<file path="src/bfx_pkg.sv">
// Package of constants and types for the bit-invert and flag-branch executor
// ----------------------------------------------------------------------------
// What this block does
// ----------------------------------------------------------------------------
// What this block does
// - Bit-invert opcode 0111, then bit number, access flag, file address.
// - Bit-invert flips only the selected bit of the addressed location.
// - Access flag 0 selects the access bank, ignoring the bank select register.
// - Access flag 1 forms address from bank select register plus file address.
// - Branch-on-overflow upper byte is 1110 0100, signed offset below.
// - Branch-on-overflow branches only when overflow flag is set.
// - Branch-on-zero upper byte is 1110 0000, signed offset below.
// - Branch-on-zero branches only when zero flag is set.
// - Taken target is incremented counter plus twice the signed offset.
// - Branch takes one cycle untaken, two cycles taken.
// - Phases decode, read literal, process, write PC or idle; taken adds idle cycle.
package bfx_pkg;

    localparam logic [3:0]  BIT_INVERT_OPC = 4'h7;
    localparam logic [7:0]  BRANCH_OV_UPPER = 8'hE4;
    localparam logic [7:0]  BRANCH_Z_UPPER  = 8'hE0;
    localparam int          PC_W           = 21;
    localparam int          DADDR_W        = 12;
    localparam logic [7:0]  ACCESS_SPLIT   = 8'h80;
    localparam logic [3:0]  ACCESS_HI_BANK = 4'hF;
    localparam logic [3:0]  ACCESS_LO_BANK = 4'h0;
    localparam logic [PC_W-1:0] PC_RESET   = 21'h000000;
    localparam logic [PC_W-1:0] PC_STEP    = 21'h000002;

    typedef enum logic [1:0] {
        BFX_Q1,
        BFX_Q2,
        BFX_Q3,
        BFX_Q4
    } bfx_phase_e;

    typedef enum logic [1:0] {
        BFX_OP_NONE,
        BFX_OP_INVERT,
        BFX_OP_BRANCH_OV,
        BFX_OP_BRANCH_Z
    } bfx_op_e;

    typedef struct packed {
        bfx_op_e      op;
        logic [2:0]   bit_num;
        logic         access_sel;
        logic [7:0]   lit;
    } bfx_dec_s;

    typedef struct packed {
        logic               we;
        logic [DADDR_W-1:0] addr;
        logic [7:0]         wdata;
    } bfx_dwr_s;

endpackage

</file>
<file path="src/bfx_decode.sv">
// Opcode field decoder
`timescale 1ns/1ns
module bfx_decode
    import bfx_pkg::*;
(
    input  wire logic [15:0]       instr,
    output bfx_pkg::bfx_dec_s      dec
);
    always_comb
    begin
        dec            = '0;
        dec.lit        = instr[7:0];
        dec.bit_num    = instr[11:9];
        dec.access_sel = instr[8];
        if (instr[15:12] == BIT_INVERT_OPC)
        begin
            dec.op = BFX_OP_INVERT;
        end
        else if (instr[15:8] == BRANCH_OV_UPPER)
        begin
            dec.op = BFX_OP_BRANCH_OV;
        end
        else if (instr[15:8] == BRANCH_Z_UPPER)
        begin
            dec.op = BFX_OP_BRANCH_Z;
        end
        else
        begin
            dec.op = BFX_OP_NONE;
        end
    end
endmodule

</file>
<file path="src/bfx_addr.sv">
// Banked versus access-bank operand address former
`timescale 1ns/1ns
module bfx_addr
    import bfx_pkg::*;
(
    input  wire logic [7:0]              file_addr,
    input  wire logic                    access_sel,
    input  wire logic [3:0]              bank,
    output logic [bfx_pkg::DADDR_W-1:0]  addr
);
    always_comb
    begin
        if (access_sel)
        begin
            addr = {bank, file_addr};
        end
        else if (file_addr < ACCESS_SPLIT)
        begin
            addr = {ACCESS_LO_BANK, file_addr};
        end
        else
        begin
            addr = {ACCESS_HI_BANK, file_addr};
        end
    end
endmodule

</file>
<file path="src/bfx_exec.sv">
// Four-phase executor for bit-invert and flag branches
//
// Design decisions made here: the strobed register port and the placing of the registers.
`timescale 1ns/1ns
module bfx_exec
    import bfx_pkg::*;
(
    input  wire logic                       CLK,
    input  wire logic                       NRST,
    input  wire logic                       CE,
    input  wire logic [15:0]                INSTR,
    input  wire logic                       INSTR_VALID,
    input  wire logic [3:0]                 BANK_SELECT_REG,
    input  wire logic                       FLAG_OV,
    input  wire logic                       FLAG_Z,
    input  wire logic [7:0]                 DMEM_RDATA,
    output logic [bfx_pkg::DADDR_W-1:0]     DMEM_ADDR,
    output logic                            DMEM_RE,
    output bfx_pkg::bfx_dwr_s               DMEM_WR,
    output logic [bfx_pkg::PC_W-1:0]        PC,
    output bfx_pkg::bfx_phase_e             PHASE,
    output logic                            STALL_CYCLE,
    output logic                            BUSY_INSTR
);
    import bfx_pkg::*;

    bfx_dec_s             dec;
    bfx_dec_s             cur;
    logic [DADDR_W-1:0]   op_addr;
    logic [7:0]           proc_data;
    logic                 taken;
    logic [PC_W-1:0]      target;

    // ------------------------------------------------------------------------
    // Decode and address
    // ------------------------------------------------------------------------
    bfx_decode u_dec
    (
        .instr (INSTR),
        .dec   (dec)
    );

    bfx_addr u_addr
    (
        .file_addr  (cur.lit),
        .access_sel (cur.access_sel),
        .bank       (BANK_SELECT_REG),
        .addr       (op_addr)
    );

    // ------------------------------------------------------------------------
    // Phase counter
    // ------------------------------------------------------------------------
    // Phase only advances with CE so the caller can freeze the core
    always_ff @(posedge CLK or negedge NRST)
    begin
        if (!NRST)
        begin
            PHASE <= BFX_Q1;
        end
        else if (CE)
        begin
            case (PHASE)
                BFX_Q1:  PHASE <= BFX_Q2;
                BFX_Q2:  PHASE <= BFX_Q3;
                BFX_Q3:  PHASE <= BFX_Q4;
                BFX_Q4:  PHASE <= BFX_Q1;
                default: PHASE <= BFX_Q1;
            endcase
        end
    end

    // ------------------------------------------------------------------------
    // Instruction latch
    // ------------------------------------------------------------------------
    // Decode in Q1
    always_ff @(posedge CLK or negedge NRST)
    begin
        if (!NRST)
        begin
            cur        <= '0;
            BUSY_INSTR <= 1'b0;
        end
        else if (CE && PHASE == BFX_Q1)
        begin
            if (STALL_CYCLE || !INSTR_VALID)
            begin
                cur        <= '0;
                BUSY_INSTR <= 1'b0;
            end
            else
            begin
                cur        <= dec;
                BUSY_INSTR <= (dec.op != BFX_OP_NONE);
            end
        end
    end

    // ------------------------------------------------------------------------
    // Branch condition and target
    // ------------------------------------------------------------------------
    // Overflow and zero flag gate
    assign taken = (cur.op == BFX_OP_BRANCH_OV && FLAG_OV) || (cur.op == BFX_OP_BRANCH_Z && FLAG_Z);

    // PC plus step plus twice offset
    // PC still holds this word here, so the step is added explicitly
    assign target = PC + PC_STEP + {{(PC_W-9){cur.lit[7]}}, cur.lit, 1'b0};

    // ------------------------------------------------------------------------
    // Program counter
    // ------------------------------------------------------------------------
    // PC advances past this word only at its own Q4 edge
    always_ff @(posedge CLK or negedge NRST)
    begin
        if (!NRST)
        begin
            PC <= PC_RESET;
        end
        else if (CE && PHASE == BFX_Q4)
        begin
            if (taken)
            begin
                PC <= target;
            end
            else if (!STALL_CYCLE)
            begin
                PC <= PC + PC_STEP;
            end
        end
    end

    // ------------------------------------------------------------------------
    // Taken-branch idle cycle
    // ------------------------------------------------------------------------
    // Extra cycle when taken
    always_ff @(posedge CLK or negedge NRST)
    begin
        if (!NRST)
        begin
            STALL_CYCLE <= 1'b0;
        end
        else if (CE && PHASE == BFX_Q4)
        begin
            STALL_CYCLE <= taken;
        end
    end

    // ------------------------------------------------------------------------
    // Bit-invert read-modify-write
    // ------------------------------------------------------------------------
    // Read in Q2
    always_ff @(posedge CLK or negedge NRST)
    begin
        if (!NRST)
        begin
            DMEM_RE   <= 1'b0;
            DMEM_ADDR <= '0;
        end
        else if (CE)
        begin
            DMEM_RE <= (PHASE == BFX_Q1) && INSTR_VALID && !STALL_CYCLE
                       && dec.op == BFX_OP_INVERT;
            if (PHASE == BFX_Q2 && cur.op == BFX_OP_INVERT)
            begin
                DMEM_ADDR <= op_addr;
            end
        end
    end

    // Read data is sampled in Q3, one cycle after the strobe
    // Flip selected bit
    always_ff @(posedge CLK or negedge NRST)
    begin
        if (!NRST)
        begin
            proc_data <= '0;
        end
        else if (CE && PHASE == BFX_Q3 && cur.op == BFX_OP_INVERT)
        begin
            proc_data <= DMEM_RDATA ^ (8'h01 << cur.bit_num);
        end
    end

    // Address is computed at Q2 so the read strobe leads it
    // Write in Q4
    always_ff @(posedge CLK or negedge NRST)
    begin
        if (!NRST)
        begin
            DMEM_WR <= '0;
        end
        else if (CE)
        begin
            DMEM_WR.we <= (PHASE == BFX_Q4) && cur.op == BFX_OP_INVERT;
            if (PHASE == BFX_Q4)
            begin
                DMEM_WR.addr  <= op_addr;
                DMEM_WR.wdata <= proc_data;
            end
        end
    end
endmodule

</file>
<file path="config.mk">
export PLATFORM = sky130hd
export DESIGN_NAME = bfx_exec
export DESIGN_NICKNAME = d
export VERILOG_FILES = /design/src/bfx_pkg.sv /design/src/bfx_decode.sv /design/src/bfx_addr.sv /design/src/bfx_exec.sv
export SDC_FILE = /design/constraint.sdc
export NUM_CORES = 1
export LEC_CHECK = 0
export BUFFER_PORTS_ARGS = -buffer_cell sky130_fd_sc_hd__buf_2
export CORE_AREA = 2 2 82 123
export DETAILED_ROUTE_END_ITERATION = 6
export DIE_AREA = 0 0 84 125
export PLACE_DENSITY_LB_ADDON = 0.12
export SETUP_SLACK_MARGIN = 0.2
export SLEW_MARGIN = 20
export SYNTH_ARGS = -nofsm -noshare
export SYNTH_HDL_FRONTEND = slang
export SYNTH_HIERARCHICAL = 1
export SYNTH_SLANG_ARGS = --single-unit
</file>
<file path="constraint.sdc">
create_clock -name CLK -period 3.5 [get_ports CLK]
set_input_delay 0.175 -clock CLK [delete_from_list [all_inputs] [get_ports CLK]]
set_output_delay 0.175 -clock CLK [all_outputs]
set_load 0.1 [all_outputs]
</file>
==> impl_summary.log <==
INFO  metric holdCritStartpoint = INSTR[0]
INFO  metric fraction_of_the_mapped_netlist_area_in_simple_logic_gates = 0.206
INFO  metric synth_largest_type_area_fraction = 0.384
INFO  metric fin_crit_sh = 0.927
INFO  metric worstPathMaxFanout = 8
INFO  metric drt-pass1-iter-count = 5
INFO  metric synth-compound-area-share = 0.158
INFO  metric met2_usage = 0.422
INFO  metric ys_seq_elements = 80
INFO  metric route.detailed.wl_per_inst = about 17 um
INFO  metric antenna_cells = 0
INFO  metric pin_count = slightly above 90
INFO  metric grt_antenna_before_repair = 0
INFO  metric timing.rr.end = PC[19]
INFO  metric worst-r2r-setup-slack = 260 ps
INFO  metric globalRouteTotalUtil = 0.252
INFO  metric use_met1 = 0.306
INFO  metric area_delta_synth_final = 14.7%
INFO  metric primary_flip_flop_cell_chosen_by_synthesis_mapping = sky130_fd_sc_hd__dfrtp_1
INFO  metric cp_data_arrival_time = 3440 ps
INFO  metric timing.final.setup_violations = 0
INFO  metric leakage = around 0.0030 uW
INFO  metric die_x = between 80 and 90 um
INFO  metric cts_buffers = 9
INFO  metric synth_xor_xnor_area_share = 0.0653
INFO  metric layout.area.seq = around 2000 um2
INFO  metric root_buffer = sky130_fd_sc_hd__clkbuf_16
INFO  metric synthesis.area = ~5200 um2
INFO  metric die_height = 125 um
INFO  metric cts_max_path_buffers = 2
INFO  metric synth_adder_area_share = 0.0734
INFO  metric min_to = cur[0]
INFO  metric synth_cells = around 570
INFO  metric initialDrtViolationCount = 223
INFO  metric multiInputGateArea = between 2000 and 3000 um2
INFO  metric cts.sinks = 80
INFO  metric finalCoreUtilization = 0.628
INFO  metric netlist_top_cells_area = sky130_fd_sc_hd__dfrtp_1, sky130_fd_sc_hd__nand2_1, sky130_fd_sc_hd__ha_1
INFO  metric startpoint_type = flop
INFO  metric timing.setup.tns = 0 ps
INFO  metric fin_nets = 704
INFO  metric insertion_delay = 340 ps
INFO  metric detailedPlacementHpwl = just over 9000 um
INFO  metric largest_family_of_logic_cells_by_synthesized_area = simple AND/OR/NAND/NOR gates
INFO  metric synth_fp_nets = 636
INFO  metric end_kind = flop
INFO  metric synthDistinctLibCells = between 60 and 70
INFO  metric port_buffers = just over 90
INFO  metric max_freq = 308 MHz
INFO  metric synth_area_leader_cell = sky130_fd_sc_hd__dfrtp_1
INFO  metric hold_viol = 0
INFO  metric min_path_cells = 2
INFO  metric synth.mux.area_fraction = 0.0425
INFO  metric design.core.area = approximately 9500 um2
INFO  metric timing.clock.skew = 9.65 ps
INFO  metric maxcap_violations = 0
INFO  metric finalWirelength = between 10000 and 15000 um
INFO  metric max-slew-margin-rel = 0.366
INFO  metric critical_path.reg2reg.startpoint = PC[4]
INFO  metric max_slew.worst_pin.slew = between 900 and 1000 ps
INFO  metric power_density = about 900 nW/um2
INFO  metric dieArea = about 11000 um2
INFO  metric timing.hold.worst.class = in -> reg
INFO  metric detail_route.drc_violations = 0
INFO  metric vias = 4396
INFO  metric grt_first_pass_wirelength = approximately 21000 um
INFO  metric fraction_of_the_yosys_area_taken_by_sequential_cells = 0.384
INFO  metric timing.setup.critical_path_class = reg -> reg
INFO  metric detail-route-antenna-nets = 0
INFO  metric drv_slew = 0
INFO  metric grt_residual_overflow = 0
INFO  metric globalRouteMet3Util = 0.0488
INFO  metric post_synth.cell_area_avg = approximately 9.1 um2
INFO  metric tritoncts = yes
INFO  metric finalWeightedCongestion = between 0.9 and 1
INFO  metric min_clock_period_post_route = between 3000 and 4000 ps
INFO  metric cts.htree.levels = 3
INFO  metric ys_async_sr_fraction = 1.00
INFO  metric maximum_vdd_drop = 0.000974 V
INFO  metric row_count = 44
INFO  metric reg2regPathDepth = 12
INFO  metric nFillCells = roughly 840
INFO  metric run_status = finished, final reports clean
INFO  metric yosysWarnings = 6
INFO  metric detail_route.vias_per_cell = between 5 and 6
INFO  metric first_global_vias = 4283
INFO  metric floorplan.initialDensity = 0.548
INFO  metric required = ~3700 ps
INFO  metric drive_above_1_share = 0.272
INFO  metric rsz0062_at_grt = true
INFO  metric gr-max-usage-layer = met2
INFO  metric synth_edf_count = 0
INFO  metric grt_max_degree = a little over 80
INFO  metric clk_pin_slew = around 70 ps
[worst max-delay path, stage by stage, from the launching register on]
cell and delay (ps):
sky130_fd_sc_hd__dfrtp_4 460, sky130_fd_sc_hd__and3_1 220, sky130_fd_sc_hd__nand3_2 170, sky130_fd_sc_hd__nor3_2 200, sky130_fd_sc_hd__xor2_2 230, sky130_fd_sc_hd__ha_1 280
sky130_fd_sc_hd__a21o_1 190, sky130_fd_sc_hd__a21o_1 180, sky130_fd_sc_hd__a221oi_2 280, sky130_fd_sc_hd__o21ai_2 150, sky130_fd_sc_hd__a2111oi_4 380, sky130_fd_sc_hd__mux2i_1 260
sky130_fd_sc_hd__a21oi_2 70
[cells in the mapped netlist, drive strengths merged, types with 10 or more instances]
library cell    n
o21ai          43
a21oi          27
and3           10
mux2           17
xnor2          23
xor2           15
nor3           11
clkbuf         18
ha             29
nor2           25
inv            13
dfrtp          80
nand3          24
buf            27
a22o           16
nand2         121
[kinds of logic after synthesis]
| family | Yosys count |
|---|---|
| AND/OR/NAND/NOR | 223 |
| AO/OA/AOI/OAI | 122 |
| flip-flops | 80 |
| buffers and inverters | 58 |
| XOR/XNOR | 38 |
| adder cells (fa/ha/maj) | 30 |
| multiplexers | 20 |
| other | 1 |
[sequential cells by signal, summed over array words and instances, names as in the netlist]
signal	flops
proc_data	8
DMEM_RE	1
DMEM_WR	21
DMEM_ADDR	12
STALL_CYCLE	1
PHASE	2
cur	14
PC	20
BUSY_INSTR	1
[layer usage]
metal  vias up  share of wire
met5         -              0
met4         0          0.040
met3        38          0.050
met2       146           0.50
met1      2096           0.41
li1       2116              -
[where the power goes]
| part | switching, uW | internal [uW] |
|---|---|---|
| clock network | 389 | 645 |
| registers | 301 | 1220 |
| logic | 2130 | 715 |
| total | 2820 | 2580 |
[metrics by stage]
step	worst slack [ps]	power [uW]	std cells	hold slack, ps	instance area, um2
floorplan	208	3880	572	-121	5260
global placement	391	4300	741	394	5600
global route	165	5680	759	54.5	5980
finish	256	5400	759	51.4	5980
CTS	232	5390	756	46.2	5920
detailed placement	242	4350	741	397	5600
[layout make-up]
type                       instances  share of cell area
sequential                        80               0.340
tap                              115              0.0241
clock inverter                     4              0.0130
clock buffer                      11              0.0406
multi-input combinational        434               0.483
inverter                          13             0.00816
timing repair buffer             102              0.0914
[repair_timing]
action | in CTS | in global routing
setup endpoints to repair | 0 | 3
buffers inserted | 0 | 2
hold buffers | 0 | 1
resized for setup | 0 | 6
endpoints found under the hold margin | 0 | 80
[cell usage in the layout, fill, tap and decap left out, types with 4 or more instances in the layout]
master	netlist	layout
sky130_fd_sc_hd__dfrtp_2	0	5
sky130_fd_sc_hd__nand4_1	4	4
sky130_fd_sc_hd__a22o_1	16	16
sky130_fd_sc_hd__o21ai_0	38	38
sky130_fd_sc_hd__buf_2	2	90
sky130_fd_sc_hd__dfrtp_1	80	69
sky130_fd_sc_hd__inv_1	13	13
sky130_fd_sc_hd__nand3_1	21	20
sky130_fd_sc_hd__and3_1	7	7
sky130_fd_sc_hd__nor3_1	11	10
sky130_fd_sc_hd__a21oi_2	5	6
sky130_fd_sc_hd__a21oi_1	22	21
sky130_fd_sc_hd__clkbuf_16	0	9
sky130_fd_sc_hd__a31oi_1	7	7
sky130_fd_sc_hd__nand2_1	121	120
sky130_fd_sc_hd__dfrtp_4	0	6
sky130_fd_sc_hd__buf_4	22	10
sky130_fd_sc_hd__mux2_2	17	17
sky130_fd_sc_hd__xor2_1	15	13
sky130_fd_sc_hd__nor2_1	25	23
sky130_fd_sc_hd__ha_1	29	28
sky130_fd_sc_hd__a21o_1	5	5
sky130_fd_sc_hd__xnor2_1	22	22
[how the worst max path moves through the flow]
stage / startpoint / end / slack, ps / cells after the start
2_1_floorplan: PC[13] / PC[20] / 210 / 12
3_3_place_gp: PC[3] / PC[19] / 390 / 12
3_5_place_dp: PC[4] / PC[19] / 240 / 12
4_1_cts: PC[4] / PC[19] / 230 / 12
5_1_grt: PC[1] / PC[19] / 170 / 12
6_report: PC[4] / PC[19] / 260 / 12
No activity file was read; power rests on OpenSTA's default activity.
